==> src/include/aol_pkg.sv <==
// Functional notes
// RULE1 - run indicator on output two: moving=1
// RULE2 - no step edge 20 us around indicator change
// RULE3 - indicator selected: data bit two not driven
// RULE4 - watchdog zero: output three plain output
// RULE5 - watchdog nonzero: high, low after stop time
// RULE6 - motion during count restarts the watchdog
// RULE7 - zero write to output three blocked moving
// RULE8 - watchdog 0..255, 2.55 s per count
// RULE9 - start refused with error if output three low
// RULE10 - reset: watchdog zero, start condition off
// RULE11 - reset: run indicator option off
// RULE12 - four separate pin inversion settings
// RULE13 - reset: all inversions off
// RULE14 - link arrived after three consecutive formed scans
// RULE15 - link loss after 0.5 s not arrived
// RULE16 - link loss pin high while lost
// RULE17 - loss in motion stops axis if enabled; code leaves a manual move running (no stop_req)
// RULE18 - top speed phase loss stop is immediate
// RULE19 - loss entry clears data bits zero to two
// RULE20 - no new manual move during link loss
// RULE21 - reset: loss stop on, decel, no clear
// RULE22 - regained link restarts timer, clears loss
// RULE23 - free prescaler makes 2.55 s watchdog tick
package aol_pkg;

  localparam int CLK_PERIOD_NS = 4;
  localparam int CYC_PER_MS    = 1_000_000 / CLK_PERIOD_NS;

  localparam int STEP_GUARD_NS  = 20_000;
  localparam int STEP_GUARD_CYC =
    (STEP_GUARD_NS + CLK_PERIOD_NS - 1) / CLK_PERIOD_NS;
  localparam int WDOG_TICK_MS   = 2550;
  localparam int WDOG_TICK_CYC  = WDOG_TICK_MS * CYC_PER_MS;
  localparam int LINK_LOSS_MS   = 500;
  localparam int LINK_LOSS_CYC  = LINK_LOSS_MS * CYC_PER_MS;
  localparam int LINK_SCANS     = 3;

  localparam logic [7:0] ADDR_CTRL   = 8'h00;
  localparam logic [7:0] ADDR_WDOG   = 8'h04;
  localparam logic [7:0] ADDR_OUTS   = 8'h08;
  localparam logic [7:0] ADDR_STATUS = 8'h0C;

  // status bit positions
  localparam int ST_START_REFUSED = 0;
  localparam int ST_LOSS_EVENT    = 1;
  localparam int ST_MOVING        = 8;
  localparam int ST_ARRIVED       = 9;
  localparam int ST_LOST          = 10;
  localparam int ST_PINS          = 12;

  typedef struct packed {
    logic clear_low_outputs_on_link_loss; // bit 8
    logic stop_type_select;               // bit 7, 1 = immediate
    logic stop_on_link_loss;              // bit 6
    logic invert_encoder_count_direction; // bit 5
    logic invert_rotation_direction;      // bit 4
    logic invert_out_three;               // bit 3
    logic invert_low_outputs;             // bit 2
    logic start_needs_out_three_high;     // bit 1
    logic out_two_function_select;        // bit 0
  } aol_ctrl_t;

  localparam aol_ctrl_t CTRL_RESET = 9'h040;
  localparam logic [7:0] WDOG_RESET = 8'h00;
  localparam logic [3:0] OUTS_RESET = 4'h0;

  typedef struct packed {
    logic axis_moving;
    logic distance_move_top_speed_phase;
    logic target_move_top_speed_phase;
    logic manual_active;
  } aol_motion_t;

endpackage

==> src/rtl/aol_supervisor.sv <==
`timescale 1ns/1ps
module aol_supervisor #(
  parameter int GUARD_CYC = aol_pkg::STEP_GUARD_CYC,
  parameter int TICK_CYC  = aol_pkg::WDOG_TICK_CYC,
  parameter int LOSS_CYC  = aol_pkg::LINK_LOSS_CYC
) (
  input  wire logic               sys_clk,        // 250 MHz
  input  wire logic               sys_rst,        // sync, active high
  input  wire logic               hsel,           // ahb select
  input  wire logic [31:0]        haddr,          // ahb address
  input  wire logic [1:0]         htrans,         // ahb transfer type
  input  wire logic               hwrite,         // ahb write
  input  wire logic [2:0]         hsize,          // ahb size
  input  wire logic [31:0]        hwdata,         // ahb write data
  input  wire logic               hready,         // ahb bus ready
  output logic [31:0]             hrdata,         // ahb read data
  output logic                    hreadyout,      // ahb slave ready
  output logic                    hresp,          // always okay
  input  wire aol_pkg::aol_motion_t motion,       // axis state
  input  wire logic               start_req,      // start instr pulse
  input  wire logic               manual_req,     // manual start pulse
  input  wire logic               step_in,        // raw step pulse
  input  wire logic               dir_in,         // raw direction
  input  wire logic               scan_done,      // scan end pulse
  input  wire logic               link_formed,    // link this scan
  input  wire logic               encoder_up_down_pin, // async pin
  output logic                    start_grant,    // start accepted
  output logic                    start_error,    // start refused
  output logic                    manual_grant,   // manual accepted
  output logic                    stop_req,       // stop axis pulse
  output logic                    stop_immediate, // with stop_req
  output logic                    step_out,       // step pin
  output logic                    dir_out,        // direction pin
  output logic                    count_up,       // encoder direction
  output logic [3:0]              general_out,    // general out pins
  output logic                    peer_link_lost  // link loss pin
);

  aol_pkg::aol_ctrl_t ctrl_reg;
  logic [7:0]         wdog_reg;
  logic [3:0]         outs_reg;
  logic [1:0]         sticky_reg;

  logic               ph_valid_reg;
  logic               ph_write_reg;
  logic [7:0]         ph_addr_reg;
  logic               rd_pend_reg;

  logic               run_ind_reg;
  logic [15:0]        guard_cnt_reg;
  logic               step_hold_reg;

  logic [31:0]        pre_cnt_reg;
  logic               wd_tick;
  logic [7:0]         wd_ticks_reg;
  logic               wd_expire;

  logic [1:0]         scan_cnt_reg;
  logic               arrived;
  logic [31:0]        loss_cnt_reg;
  logic               lost_reg;
  logic               lost_enter;

  logic               enc_s1_reg;
  logic               enc_s2_reg;

  logic               wr_en;
  logic               wdog_on;
  logic               out3_level;

  function automatic logic hit(input logic [7:0] a, input logic [7:0] r);
    hit = (a == r);
  endfunction

  assign wr_en     = ph_valid_reg && ph_write_reg;
  assign wdog_on   = (wdog_reg != 8'h00);
  assign out3_level = outs_reg[3];

  // ---------------- ahb-lite slave ----------------
  // reads take one wait state so a write just before is seen
  always_ff @(posedge sys_clk) begin
    if (sys_rst) begin
      ph_valid_reg <= 1'b0;
      ph_write_reg <= 1'b0;
      ph_addr_reg  <= 8'h00;
    end else if (hready) begin
      ph_valid_reg <= hsel && htrans[1];
      ph_write_reg <= hwrite;
      ph_addr_reg  <= {haddr[7:2], 2'b00};
    end else begin
      ph_valid_reg <= 1'b0;
    end
  end

  always_ff @(posedge sys_clk) begin
    if (sys_rst) begin
      rd_pend_reg <= 1'b0;
      hreadyout   <= 1'b1;
      hrdata      <= 32'h0000_0000;
      hresp       <= 1'b0;
    end else begin
      hresp <= 1'b0;
      if (hready && hsel && htrans[1] && !hwrite) begin
        rd_pend_reg <= 1'b1;
        hreadyout   <= 1'b0;
      end else begin
        rd_pend_reg <= 1'b0;
        hreadyout   <= 1'b1;
      end
      if (rd_pend_reg) begin
        if (hit(ph_addr_reg, aol_pkg::ADDR_CTRL)) begin
          hrdata <= {23'h00_0000, ctrl_reg};
        end else if (hit(ph_addr_reg, aol_pkg::ADDR_WDOG)) begin
          hrdata <= {24'h00_0000, wdog_reg};
        end else if (hit(ph_addr_reg, aol_pkg::ADDR_OUTS)) begin
          hrdata <= {28'h000_0000, outs_reg};
        end else if (hit(ph_addr_reg, aol_pkg::ADDR_STATUS)) begin
          hrdata <= 32'h0000_0000;
          hrdata[1:0] <= sticky_reg;
          hrdata[aol_pkg::ST_MOVING]  <= motion.axis_moving;
          hrdata[aol_pkg::ST_ARRIVED] <= arrived;
          hrdata[aol_pkg::ST_LOST]    <= lost_reg;
          hrdata[aol_pkg::ST_PINS +: 4] <= general_out;
        end else begin
          hrdata <= 32'h0000_0000;
        end
      end
    end
  end

  // ---------------- configuration ----------------
  always_ff @(posedge sys_clk) begin
    if (sys_rst) begin
      ctrl_reg <= aol_pkg::CTRL_RESET; // RULE10 RULE11 RULE13 RULE21
      wdog_reg <= aol_pkg::WDOG_RESET; // RULE10
    end else if (wr_en) begin
      if (hit(ph_addr_reg, aol_pkg::ADDR_CTRL)) begin
        ctrl_reg <= hwdata[8:0]; // RULE12
      end
      if (hit(ph_addr_reg, aol_pkg::ADDR_WDOG)) begin
        wdog_reg <= hwdata[7:0]; // RULE8
      end
    end
  end

  // event flags, write one to clear; a new event beats the clear
  always_ff @(posedge sys_clk) begin
    if (sys_rst) begin
      sticky_reg <= 2'b00;
    end else begin
      if (wr_en && hit(ph_addr_reg, aol_pkg::ADDR_STATUS)) begin
        sticky_reg <= sticky_reg & ~hwdata[1:0];
      end
      if (start_req && ctrl_reg.start_needs_out_three_high && !out3_level) begin
        sticky_reg[aol_pkg::ST_START_REFUSED] <= 1'b1;
      end
      if (lost_enter) begin
        sticky_reg[aol_pkg::ST_LOSS_EVENT] <= 1'b1;
      end
    end
  end

  // ---------------- output data and watchdog ----------------
  always_ff @(posedge sys_clk) begin
    if (sys_rst) begin
      pre_cnt_reg <= 32'h0000_0000;
    end else if (pre_cnt_reg >= 32'(TICK_CYC - 1)) begin
      pre_cnt_reg <= 32'h0000_0000; // RULE23
    end else begin
      pre_cnt_reg <= pre_cnt_reg + 32'h0000_0001;
    end
  end

  assign wd_tick   = (pre_cnt_reg >= 32'(TICK_CYC - 1));
  assign wd_expire = wdog_on && !motion.axis_moving && wd_tick &&
                     (wd_ticks_reg + 8'h01 >= wdog_reg); // RULE5

  // stopped-time count, restarted by any motion
  always_ff @(posedge sys_clk) begin
    if (sys_rst) begin
      wd_ticks_reg <= 8'h00;
    end else if (!wdog_on || motion.axis_moving) begin
      wd_ticks_reg <= 8'h00; // RULE6
    end else if (wd_tick && wd_ticks_reg != 8'hFF) begin
      wd_ticks_reg <= wd_ticks_reg + 8'h01; // RULE23
    end
  end

  always_ff @(posedge sys_clk) begin
    if (sys_rst) begin
      outs_reg <= aol_pkg::OUTS_RESET;
    end else begin
      if (wr_en && hit(ph_addr_reg, aol_pkg::ADDR_OUTS)) begin
        outs_reg[2:0] <= hwdata[2:0];
        if (!(wdog_on && motion.axis_moving && !hwdata[3])) begin
          outs_reg[3] <= hwdata[3]; // RULE4 RULE7
        end
      end
      if (lost_enter && ctrl_reg.clear_low_outputs_on_link_loss) begin
        outs_reg[2:0] <= 3'b000; // RULE19
      end
      // enabling or moving drives high; the expiry drives low
      if (wr_en && hit(ph_addr_reg, aol_pkg::ADDR_WDOG) &&
          hwdata[7:0] != 8'h00) begin
        outs_reg[3] <= 1'b1; // RULE5
      end else if (wdog_on && motion.axis_moving) begin
        outs_reg[3] <= 1'b1; // RULE5
      end else if (wd_expire) begin
        outs_reg[3] <= 1'b0; // RULE5
      end
    end
  end

  // ---------------- run indicator and step guard ----------------
  // the indicator change is delayed by one guard so that the step
  // line is frozen both before and after the edge
  always_ff @(posedge sys_clk) begin
    if (sys_rst) begin
      guard_cnt_reg <= 16'h0000;
      run_ind_reg   <= 1'b0;
    end else if (guard_cnt_reg != 16'h0000) begin
      guard_cnt_reg <= guard_cnt_reg - 16'h0001;
      if (guard_cnt_reg == 16'(GUARD_CYC + 1)) begin
        run_ind_reg <= motion.axis_moving; // RULE1
      end
    end else if (ctrl_reg.out_two_function_select &&
                 motion.axis_moving != run_ind_reg) begin
      guard_cnt_reg <= 16'(2 * GUARD_CYC + 1); // RULE2
    end else if (!ctrl_reg.out_two_function_select) begin
      run_ind_reg <= motion.axis_moving;
    end
  end

  always_ff @(posedge sys_clk) begin
    if (sys_rst) begin
      step_hold_reg <= 1'b0;
      step_out      <= 1'b0;
    end else if (guard_cnt_reg != 16'h0000) begin
      step_out <= step_hold_reg; // RULE2
    end else begin
      step_hold_reg <= step_in;
      step_out      <= step_in;
    end
  end

  // ---------------- pins ----------------
  always_ff @(posedge sys_clk) begin
    if (sys_rst) begin
      enc_s1_reg <= 1'b0;
      enc_s2_reg <= 1'b0;
    end else begin
      enc_s1_reg <= encoder_up_down_pin;
      enc_s2_reg <= enc_s1_reg;
    end
  end

  always_ff @(posedge sys_clk) begin
    if (sys_rst) begin
      general_out <= 4'h0;
      dir_out     <= 1'b0;
      count_up    <= 1'b0;
    end else begin
      general_out[1:0] <= outs_reg[1:0] ^ {2{ctrl_reg.invert_low_outputs}};
      general_out[2]   <= (ctrl_reg.out_two_function_select ?
                           run_ind_reg : outs_reg[2]) ^
                          ctrl_reg.invert_low_outputs; // RULE1 RULE3 RULE12
      general_out[3]   <= outs_reg[3] ^ ctrl_reg.invert_out_three; // RULE12
      dir_out  <= dir_in ^ ctrl_reg.invert_rotation_direction; // RULE12
      count_up <= enc_s2_reg ^
                  ctrl_reg.invert_encoder_count_direction; // RULE12
    end
  end

  // ---------------- start gating ----------------
  always_ff @(posedge sys_clk) begin
    if (sys_rst) begin
      start_grant  <= 1'b0;
      start_error  <= 1'b0;
      manual_grant <= 1'b0;
    end else begin
      start_error  <= start_req && ctrl_reg.start_needs_out_three_high &&
                      !out3_level; // RULE9
      start_grant  <= start_req && !(ctrl_reg.start_needs_out_three_high &&
                      !out3_level); // RULE9
      manual_grant <= manual_req && !lost_reg; // RULE20
    end
  end

  // ---------------- link supervision ----------------
  always_ff @(posedge sys_clk) begin
    if (sys_rst) begin
      scan_cnt_reg <= 2'b00;
    end else if (scan_done) begin
      if (!link_formed) begin
        scan_cnt_reg <= 2'b00;
      end else if (scan_cnt_reg != 2'(aol_pkg::LINK_SCANS)) begin
        scan_cnt_reg <= scan_cnt_reg + 2'b01; // RULE14
      end
    end
  end

  assign arrived = (scan_cnt_reg == 2'(aol_pkg::LINK_SCANS)); // RULE14

  assign lost_enter = !lost_reg && !arrived &&
                      (loss_cnt_reg >= 32'(LOSS_CYC - 1)); // RULE15

  always_ff @(posedge sys_clk) begin
    if (sys_rst) begin
      loss_cnt_reg <= 32'h0000_0000;
      lost_reg     <= 1'b0;
    end else if (arrived) begin
      loss_cnt_reg <= 32'h0000_0000; // RULE22
      lost_reg     <= 1'b0; // RULE22
    end else if (lost_enter) begin
      lost_reg <= 1'b1; // RULE15
    end else if (!lost_reg) begin
      loss_cnt_reg <= loss_cnt_reg + 32'h0000_0001;
    end
  end

  always_ff @(posedge sys_clk) begin
    if (sys_rst) begin
      peer_link_lost <= 1'b0;
      stop_req       <= 1'b0;
      stop_immediate <= 1'b0;
    end else begin
      peer_link_lost <= lost_reg || lost_enter; // RULE16
      // a manual move in progress is left to finish
      stop_req <= lost_enter && ctrl_reg.stop_on_link_loss &&
                  motion.axis_moving && !motion.manual_active; // RULE17 RULE20
      stop_immediate <= lost_enter && ctrl_reg.stop_on_link_loss &&
                        motion.axis_moving && !motion.manual_active &&
                        (ctrl_reg.stop_type_select ||
                         motion.distance_move_top_speed_phase ||
                         motion.target_move_top_speed_phase); // RULE18
    end
  end

endmodule

==> config.mk <==
export PLATFORM = sky130hd
export DESIGN_NAME = aol_supervisor
export DESIGN_NICKNAME = d
export VERILOG_FILES = /design/src/include/aol_pkg.sv /design/src/rtl/aol_supervisor.sv
export SDC_FILE = /design/constraint.sdc
export NUM_CORES = 1
export LEC_CHECK = 0
export ABC_AREA = 1
export BUFFER_PORTS_ARGS = -buffer_cell sky130_fd_sc_hd__buf_2
export CORE_MARGIN = 10
export CORE_UTILIZATION = 55
export CTS_BUF_LIST = sky130_fd_sc_hd__clkbuf_8
export CTS_CLUSTER_DIAMETER = 100
export CTS_CLUSTER_SIZE = 8
export DETAILED_ROUTE_END_ITERATION = 12
export PLACE_DENSITY = 0.78
export SYNTH_ARGS = -nofsm -noshare
export SYNTH_HDL_FRONTEND = slang
export SYNTH_SLANG_ARGS = --single-unit
==> constraint.sdc <==
create_clock -name sys_clk -period 3.9 [get_ports sys_clk]
set_input_delay 0.78 -clock sys_clk [delete_from_list [all_inputs] [get_ports sys_clk]]
set_output_delay 0.78 -clock sys_clk [all_outputs]
set_load 0.1 [all_outputs]
# Word level (Yosys, flattened, before mapping)
# Index checks and enable logic that the tools add are counted.
[word_totals] register_bits=172 latch_bits=0 ramBits=0 rom_bits=0 inputBits=85 out_inout_bits=47 elab_cells=153 memories=0
[op_classes] add_sub_neg=5 n_mul=0 div=0 order_cmp=3 n_eq_ne=13 shifts=0 n_mux=23 bitwise_logic=10 n_reduce_logical=60
[ops] cell="16-bit two-way mux" n=6
[ops] cell="32-bit by 1-bit adder with 32-bit output, second input constant" n=2
[ops] cell="32-bit by 27-bit greater-or-equal comparator with 1-bit output, second input constant" n=1
[ops] cell="32-bit by 30-bit greater-or-equal comparator with 1-bit output, second input constant" n=1
[ops] cell="1-bit logical AND" n=28
[ops] cell="16-bit by 13-bit equality test with 1-bit output, second input constant" n=1
[ops] cell="16-bit nonzero test" n=1
[ops] cell="8-bit nonzero test" n=2
[ops] cell="16-bit by 1-bit subtractor with 16-bit output, second input constant" n=1
[ops] cell="1-bit two-way mux" n=13
[ops] cell="6-bit by 2-bit equality test with 1-bit output, second input constant" n=2
[ops] cell="2-bit AND reduction" n=5
[ops] cell="2-bit OR reduction" n=5
[ops] cell="1-bit zero test" n=9
[ops] cell="8-bit by 1-bit adder with 8-bit output, second input constant" n=1
[ops] cell="8-bit greater-or-equal comparator" n=1
[ops] cell="8-bit zero test" n=1
[ops] cell="8-bit inequality test, second input constant" n=1
[ops] cell="6-bit by 1-bit equality test with 1-bit output, second input constant" n=1
[ops] cell="2-bit two-way mux" n=3
[ops] cell="2-bit by 1-bit inequality test with 1-bit output, second input constant" n=3
[ops] cell="2-bit nonzero test" n=3
[ops] cell="1-bit logical OR" n=4
[ops] cell="4-bit two-way mux" n=1
[ops] cell="other kinds (12)" n=18

# Logic depth before layout (Yosys ltp)
# Gate-level depths: netlist of the first run.
[logic_depth] ltp_word=8 mapped_depth=14 depth_no_buf=14

# Least setup slack after synthesis of the first run
# Ideal clock, no wire load.
[synth_path] kind="register -> register" startpoint="register wd_ticks_reg[0]" endpoint="register outs_reg[3]" setup_time_ns=0.132 arrival_ns=1.796 required_time_ns=3.768 slack_ns=1.971 path_stages_with_launch=14 n_path_buf=0 synth_period_minus_slack_ns=1.929 cell_sequence="dfxtp_1 -> ha_1 -> nand3_1 -> nand3b_1 -> xor2_1 -> inv_1 -> ha_1 -> nand2_1 -> nor2_1 -> nand4_1 -> nand3_1 -> nand3_1 -> nand2_1 -> a21oi_1"
[synth_between] elab_chain_len=6 elab_cells_between_ends=9 cone_classes="add/sub (1); order compare (1); eq/ne (1); mux (3); reduce/logical (3)"
[synth_rtl] item="from (decl)" line="aol_supervisor.sv:55" source="logic [7:0] wd_ticks_reg;"
[synth_rtl] item="from (signal assigned)" line="aol_supervisor.sv:185" source="wd_ticks_reg <= wd_ticks_reg + 8'h01;"
[synth_rtl] item="8-bit by 1-bit adder with 8-bit output *" line="aol_supervisor.sv:176" source="(wd_ticks_reg + 8'h01 >= wdog_reg);"
[synth_rtl] item="8-bit greater-or-equal comparator *" line="aol_supervisor.sv:176"
[synth_rtl] item="1-bit logical AND *" line="aol_supervisor.sv:175" source="assign wd_expire = wdog_on && !motion.axis_moving && wd_tick &&"
[synth_rtl] item="1-bit two-way mux" line="aol_supervisor.sv:208" source="end else if (wd_expire) begin"
[synth_rtl] item="1-bit two-way mux" line="aol_supervisor.sv:206" source="end else if (wdog_on && motion.axis_moving) begin"
[synth_rtl] item="1-bit two-way mux" line="aol_supervisor.sv:203" source="if (wr_en && hit(ph_addr_reg, aol_pkg::ADDR_WDOG) &&"
[synth_rtl] item="to (signal assigned)" line="aol_supervisor.sv:191" source="outs_reg <= aol_pkg::OUTS_RESET;"
[synth_rtl] item="to (signal assigned)" line="aol_supervisor.sv:196" source="outs_reg[3] <= hwdata[3];"
[synth_rtl] item="to (decl)" line="aol_supervisor.sv:41" source="logic [3:0] outs_reg;"
# Every way passes the cells marked *; elsewhere a longest branch is shown, timed or not.
# A chain may end at the register's enable or synchronous reset.

# Worst setup path after layout of the first run
[layout_path] startpoint="register loss_cnt_reg[0]" endpoint="register loss_cnt_reg[1]"
[layout_between] elab_chain_len=4 elab_cells_between_ends=5 cone_classes="add/sub (1); order compare (1); bitwise (1); reduce/logical (2)"
[layout_rtl] item="from (decl)" line="aol_supervisor.sv:60" source="logic [31:0] loss_cnt_reg;"
[layout_rtl] item="from (signal assigned)" line="aol_supervisor.sv:317" source="loss_cnt_reg <= loss_cnt_reg + 32'h0000_0001;"
[layout_rtl] item="32-bit by 27-bit greater-or-equal comparator with 1-bit output" line="aol_supervisor.sv:305" source="(loss_cnt_reg >= 32'(LOSS_CYC - 1));"
[layout_rtl] item="1-bit logical AND" line="aol_supervisor.sv:304" source="assign lost_enter = !lost_reg && !arrived &&"
[layout_rtl] item="1-bit NOT (no source line)"
[layout_rtl] item="2-bit AND reduction (no source line)"
# Parallel ways exist; a longest one is shown, timed or not.

==> key figures, run 1 <==
Route
  • DR DRC count: 0
  • Via/cell ratio: 5.27
  • Met3 WL post-DR: 1060 um
  • DR top layer: met4
  • Post-route ant nets: 0
  • Iter 0 DRT Violations: 532
  • Metal2 WL: 8790 um
  • First-pass iteration count of the detailed router: 5
  • Detailed-route via count: 7277
  • Met1 WL: 8850 um
  • Routed WL: 19000 um
  • DR WL/cell: 13.7 um

Timing
  • Clock skew: 0.0155 ns
  • Max-slew violation count: 0
  • Setup TNS: 0 ns
  • RSZ-0062 raised after global routing: false
  • Fin. Hold Viols: 0
  • Worst-Margin Slew: 0.930 ns
  • Fmax: 416 MHz
  • WHS: 0.415 ns
  • Final min period: 2.41 ns
  • Final worst slack: 1.49 ns
  • Final period utilization: 0.617
  • Relative slew slack: 0.378
  • Final setup viols: 0

Pwr
  • Leak: 3.42 nW
  • Switching part of the total power: 0.333
  • Peak supply drop: 415 uV
  • NetSw: 1.16 mW
  • Combinational Power Share: 0.189
  • Seq pwr share: 0.499
  • Total power: 3.47 mW
  • Internal: 2.32 mW
  • Power per Cell Area: 400 nW/um2
  • Clock network fraction of total power: 0.312

Logic synthesis
  • Synth top area share: 0.389
  • Post-synth top cells: 212 x nand2_1, 155 x dfxtp_1, 151 x nor2_1
  • Count leader, synth: nand2_1
  • Syn avg cell area: 7.06 um2
  • Synth area leaders: dfxtp_1 39%, nand2_1 10%, nor2_1 7.1%, inv_1 6.0%, a21oi_1 5.3%
  • Post-synthesis sequential area ratio: 0.389
  • EDFF count, synth: 0
  • Synth Instances: 1131
  • Area leader, netlist: dfxtp_1
  • Synth warnings: 0
  • Distinct cells, synth: 40
  • Flops & latches, synth: 155
  • Asr flop ratio synth: 0
  • Post-synth top flop: dfxtp_1
  • Post-Syn Area: 7990 um2

Final layout
  • Non-Filler Instances: 1380
  • Layout cells sized above 1: 0.133
  • Design area: 8690 um2
  • # diodes: 0
  • Final #Nets: 1287
  • Layout area overhead: 8.76%
  • Final core utilization: 0.619

Floorplan
  • Row count: 43
  • Die ar.: 19700 um2
  • Die Wd: 141 um
  • Die height: 141 um
  • Ports: 132
  • Core Area: 14000 um2
  • Initial Util: 0.569

Worst setup path
  • Buf/Inv on CP: 1
  • Critical path arrival: 2.76 ns
  • Crit Path Class: reg2reg
  • CP dominant cell by count: nand2_1
  • Element type at the critical path start: register
  • Crit path max-delay family: simple AND/OR/NAND/NOR gates
  • CP Max Fanout: 37
  • Critical Path RT: 4.25 ns
  • CP Cell Sequence: ha_1 -> nand2_2 -> nor2_4 -> nand2_2 -> nand2_1 -> nand2_1 -> nand2_1 -> nand2_1 -> nand2_2 -> nand2_4 -> nand2_8 -> inv_1 -> nor2_1 -> nor2_1
  • Crit. End Element: register
  • CP max stage delay: 0.42 ns
  • Critical-path top delay cell: dfxtp_1

CTS
  • Clock Tree Buf Depth: 2
  • Worst-Skew Late Latency: 0.46 ns
  • Post-CTS resize count: 0
  • CTS tree: done
  • Hold_buf cts: 0
  • Clock-pin slew of the registers on the worst-case setup and hold paths: 0.09 ns
  • Clock Sinks: 155
  • Cts bufs inserted: 17
  • Clock root buffer master: clkbuf_8
  • H-tree levels: 4
  • Setup Buffers After CTS: 0

Job
  • Max cap viols: 0

Global route
  • Pin count of the biggest net entering global routing: 42
  • Antenna violations before repair: 0
  • Gr ovfl total: 0
  • Vias in the first global route: 6660
  • Gr usage total: 0.190
  • First-pass GRT wire length: 31800 um

Outcome
  • Status: completed

Placed design
  • # port buffers: 60
  • Dpl ws: 1.51 ns
  • Detailed placer's ending HPWL: 13900 um
  • Placed Cells: 1349
  • DP Area: 8340 um2
  • Routability cong.: 0.942

Min path
  • Hold Crit Class: reg2reg
==> layout by cell type, fill, tap and decap left out, drive strengths merged <==
cell | synthesis | routed
a31oi | 1 | 1
conb | 1 | 20
nor3 | 31 | 31
nor2 | 161 | 161
nand4 | 24 | 24
xnor2 | 10 | 10
nand3 | 81 | 81
o2111ai | 1 | 1
o211ai | 6 | 6
a311oi | 2 | 2
o21ai | 53 | 53
clkbuf | 20 | 18
o21a | 2 | 2
a211oi | 6 | 6
xor2 | 34 | 34
ha | 14 | 14
nand2 | 240 | 240
nand3b | 8 | 8
o221ai | 2 | 2
o22ai | 1 | 1
clkinv | 2 | 8
a21oi | 105 | 105
or2 | 4 | 4
nor4 | 5 | 5
clkinvlp | 0 | 2
dfxtp | 155 | 155
buf | 26 | 65
inv | 130 | 135
nor3b | 6 | 6
==> power groups by stage <==
stage,Combinational [mW],Clock [mW],Sequential [mW]
finish,0.657,1.08,1.73
global route,0.738,1.17,1.75
CTS,0.652,1.10,1.73
detailed placement,0.649,0,1.77
global placement,0.639,0,1.77
floorplan,0.499,0,1.80
==> worst min-delay path: cells and delay by family (launching register included) <==
family                 cells  cell delay, ns
buffers and inverters      1            0.04
AND/OR/NAND/NOR            1            0.03
flip-flops                 1            0.31
==> path summary, 6_finish.rpt <==
path,startpoint,to,slack [ns],cells past startpoint
worst min-delay path,enc_s1_reg,enc_s2_reg,0.42,2
worst max register to register,loss_cnt_reg[0],loss_cnt_reg[1],1.49,14
worst max-delay path,loss_cnt_reg[0],loss_cnt_reg[1],1.49,14
worst min register to register,enc_s1_reg,enc_s2_reg,0.42,2
==> final cells by class <==
cell class	instances	area, um2
clock buffers	18	248
multi-input cells	817	4180
well taps	180	225
flip-flops and latches	155	3100
inverters	132	495
fillers	1338	5360
clock inverters	13	97.6
repair buffers	65	338
==> cells by family after synthesis <==
group           after synthesis  synth area share
compound gates              179             0.129
xor+xnor                     44            0.0483
fa+ha+maj                    14            0.0219
other cells                   1          0.000470
flops                       155             0.389
simple gates                560             0.315
buf+inv                     178            0.0971
==> metal layers <==
metal,vias to the layer above,track usage
li1,3744,-
met1,3302,0.245
met2,209,0.301
met3,22,0.0470
met4,0,0.0668
met5,-,0
Note: power is estimated with default switching activity, not from simulation.
==> run 2: changes to the inputs <==
--- a/config.mk
+++ b/config.mk
@@ -8,12 +8,12 @@
 export ABC_AREA = 1
 export BUFFER_PORTS_ARGS = -buffer_cell sky130_fd_sc_hd__buf_2
 export CORE_MARGIN = 10
-export CORE_UTILIZATION = 55
+export CORE_UTILIZATION = 53
 export CTS_BUF_LIST = sky130_fd_sc_hd__clkbuf_8
 export CTS_CLUSTER_DIAMETER = 100
 export CTS_CLUSTER_SIZE = 8
 export DETAILED_ROUTE_END_ITERATION = 12
-export PLACE_DENSITY = 0.78
+export PLACE_DENSITY = 0.79
 export SYNTH_ARGS = -nofsm -noshare
 export SYNTH_HDL_FRONTEND = slang
 export SYNTH_SLANG_ARGS = --single-unit
==> constraint.sdc (replaced) <==
create_clock -name sys_clk -period 2.1 [get_ports sys_clk]
set_input_delay 0.42 -clock sys_clk [delete_from_list [all_inputs] [get_ports sys_clk]]
set_output_delay 0.42 -clock sys_clk [all_outputs]
set_load 0.1 [all_outputs]
==> run 2 against run 1 <==
Combinational power rose by 96%. Utilization decreased by 0.59 points. Global-route usage increased by 0.20 points. Setup slack got worse by 1.3 ns. Flip-flop and latch count unchanged. Critical endpoint is now loss_cnt_reg[17]. Largest cell class unchanged.
==> key figures, run 2 (synthesized netlist as in run 1, its figures left out) <==
Timing
  • Worst-Margin Slew: 0.593 ns (-0.337 ns)
  • Final min period: 1.96 ns (-0.451 ns)
  • Relative slew slack: 0.604 (+0.226)
  • WHS: 0.145 ns (-0.270 ns)
  • RSZ-0062 raised after global routing: true
  • Final setup viols: 0 (unchanged)
  • Setup TNS: 0 ns (unchanged)
  • Clock skew: 0.0140 ns (-0.00153 ns)
  • Final worst slack: 0.144 ns (-1.35 ns)
  • Final period utilization: 0.931 (+0.314)
  • Max-slew violation count: 0 (unchanged)
  • Fin. Hold Viols: 0 (unchanged)
  • Fmax: 511 MHz (+23%)

Placed design
  • # port buffers: 60 (unchanged)
  • Dpl ws: 0.0270 ns (-1.48 ns)
  • Detailed placer's ending HPWL: 14400 um (+3.8%)
  • Routability cong.: 0.949 (+0.79%)

Worst setup path
  • Crit Path Class: reg2reg
  • Element type at the critical path start: register
  • CP Max Fanout: 18 (-51%)
  • Crit. End Element: register
  • Critical Path RT: 2.46 ns (-1.79 ns)
  • Critical path arrival: 2.31 ns (-0.45 ns)

CTS
  • Clock root buffer master: clkbuf_8
  • H-tree levels: 4 (unchanged)
  • Clock Tree Buf Depth: 2 (unchanged)
  • Clock Sinks: 155 (unchanged)
  • Hold_buf cts: 0 (unchanged)
  • CTS tree: done
  • Cts bufs inserted: 17 (unchanged)
  • Clock-pin slew of the registers on the worst-case setup and hold paths: 0.09 ns (about the same)
  • Worst-Skew Late Latency: 0.48 ns (+0.02 ns)

Final layout
  • Final core utilization: 0.613 (-0.00594)
  • Fill cells: 1389 (+3.8%)
  • Layout cells sized above 1: 0.158 (+0.0259)
  • # diodes: 0 (unchanged)
  • Most common cell after layout, fill and taps aside: nand2_1
  • Layout area overhead: 12.3%
  • Final #Nets: 1311 (+1.9%)
  • Most frequent cells in the layout: 211 x nand2_1, 152 x dfxtp_1, 150 x nor2_1, 130 x inv_1, 85 x a21oi_1

Min path
  • Hold Crit Class: in2reg

Global route
  • Vias in the first global route: 6966 (+4.6%)
  • GR met1 Demand/Resource: 0.242 (-0.00247)
  • Pin count of the biggest net entering global routing: 31 (-26%)
  • First-pass GRT wire length: 32300 um (+1.6%)
  • Gr usage total: 0.192 (+0.00204)
  • Gr ovfl total: 0 (unchanged)
  • Grt peak-use layer: met2
  • Met3 usage: 0.0501 (+0.00309)
  • GRT met2 Usage: 0.308 (+0.00659)
  • Antenna violations before repair: 0 (unchanged)

Floorplan
  • Row count: 44 (+2.3%)
  • Ports: 132 (unchanged)
  • Die Wd: 143 um (+1.6%)
  • Die height: 143 um (+1.6%)
  • Die ar.: 20400 um2 (+3.2%)
  • Core Area: 14600 um2 (+4.3%)
  • Initial Util: 0.545 (-0.0234)

Route
  • Routed WL: 19600 um (+3.4%)
  • Via/cell ratio: 5.31 (+0.67%)
  • Post-route ant nets: 0 (unchanged)
  • DR DRC count: 0 (unchanged)
  • First-pass iteration count of the detailed router: 5 (unchanged)
  • DR WL/cell: 13.9 um (+1.2%)
  • Detailed-route via count: 7480 (+2.8%)
  • Iter 0 DRT Violations: 711 (+34%)

Pwr
  • NetSw: 2.23 mW (+93%)
  • Internal: 4.37 mW (+89%)
  • Combinational Power Share: 0.195 (+0.006)
  • Seq pwr share: 0.487 (-0.012)
  • Leak: 3.55 nW (+4.0%)
  • Clock network fraction of total power: 0.318 (+0.006)
  • Switching part of the total power: 0.338 (+0.00541)
  • Power per Cell Area: 736 nW/um2 (+84%)
  • Total power: 6.60 mW (+90%)
  • Peak supply drop: 606 uV (+46%)

Job
  • Max cap viols: 0 (unchanged)

Outcome
  • Status: completed
## run 2: cell count changes in the layout (fill, tap and decap cells not counted), moves of 2 or more
| cell | before | now |
|---|---|---|
| buf_4 | 5 | 27 |
| clkinv_4 | 5 | 0 |
| dfxtp_1 | 155 | 152 |
| dfxtp_4 | 0 | 3 |
| ha_1 | 14 | 11 |
| inv_6 | 3 | 6 |
| ha_4 | 0 | 2 |
| inv_8 | 0 | 2 |
| nand3_1 | 80 | 78 |
| nor2_4 | 3 | 5 |
## run 2: power groups by stage
stage	sequential, mW	clock [mW]	combinational [mW]
after floorplan	3.34	0	0.926
after global placement	3.28	0	1.23
after detailed placement	3.29	0	1.26
after CTS	3.22	2.13	1.28
after global routing	3.24	2.24	1.43
final	3.22	2.10	1.29
## run 2: routing by layer
| layer | wire length (um) | vias up |
|---|---|---|
| met1 | 8960 | 3400 |
| li1 | - | 3805 |
| met4 | 418 | 0 |
| met2 | 9040 | 240 |
| met3 | 1190 | 35 |
| met5 | 0 | - |
## run 2: layout make-up
| class | count | area (um2) | area share |
|---|---|---|---|
| multi-input combinational | 818 | 4250 | 0.474 |
| sequential | 155 | 3110 | 0.347 |
| timing repair buffer | 88 | 523 | 0.0583 |
| inverter | 132 | 495 | 0.0552 |
| clock buffer | 18 | 248 | 0.0276 |
| tap | 184 | 230 | 0.0257 |
| clock inverter | 14 | 110 | 0.0123 |
## run 2: through the flow
step | instances | area (um2)
floorplan | 1150 | 8060
global placement | 1372 | 8500
detailed placement | 1372 | 8500
CTS | 1404 | 8860
global route | 1409 | 8970
finish | 1409 | 8970
## run 2: path summary, 6_finish.rpt
| kind | from | to | slack, ns | cells past startpoint |
|---|---|---|---|---|
| worst max-delay path | loss_cnt_reg[1] | loss_cnt_reg[17] | 0.14 | 13 |
| worst max register to register | loss_cnt_reg[1] | loss_cnt_reg[17] | 0.14 | 13 |
| worst min-delay path | encoder_up_down_pin | enc_s1_reg | 0.15 | 3 |
| worst min register to register | enc_s1_reg | enc_s2_reg | 0.41 | 2 |
## run 2: what timing repair did
action                                  4_1_cts  5_1_grt
gates resized for setup                       0       17
endpoints found under the setup margin        0        8
hold endpoints to repair                      0        0
setup buffers                                 0        4
## run 2: critical path: stages, from the launching register on
cell	delay [ns]
dfxtp_1	0.40
ha_2	0.25
nand2_2	0.08
nor2_4	0.13
nand2_2	0.10
nand2_1	0.07
nand2_1	0.05
nand2_1	0.07
nand2_1	0.06
nand2_2	0.08
nand2_4	0.12
buf_4	0.24
nand3_1	0.12
a21oi_2	0.07
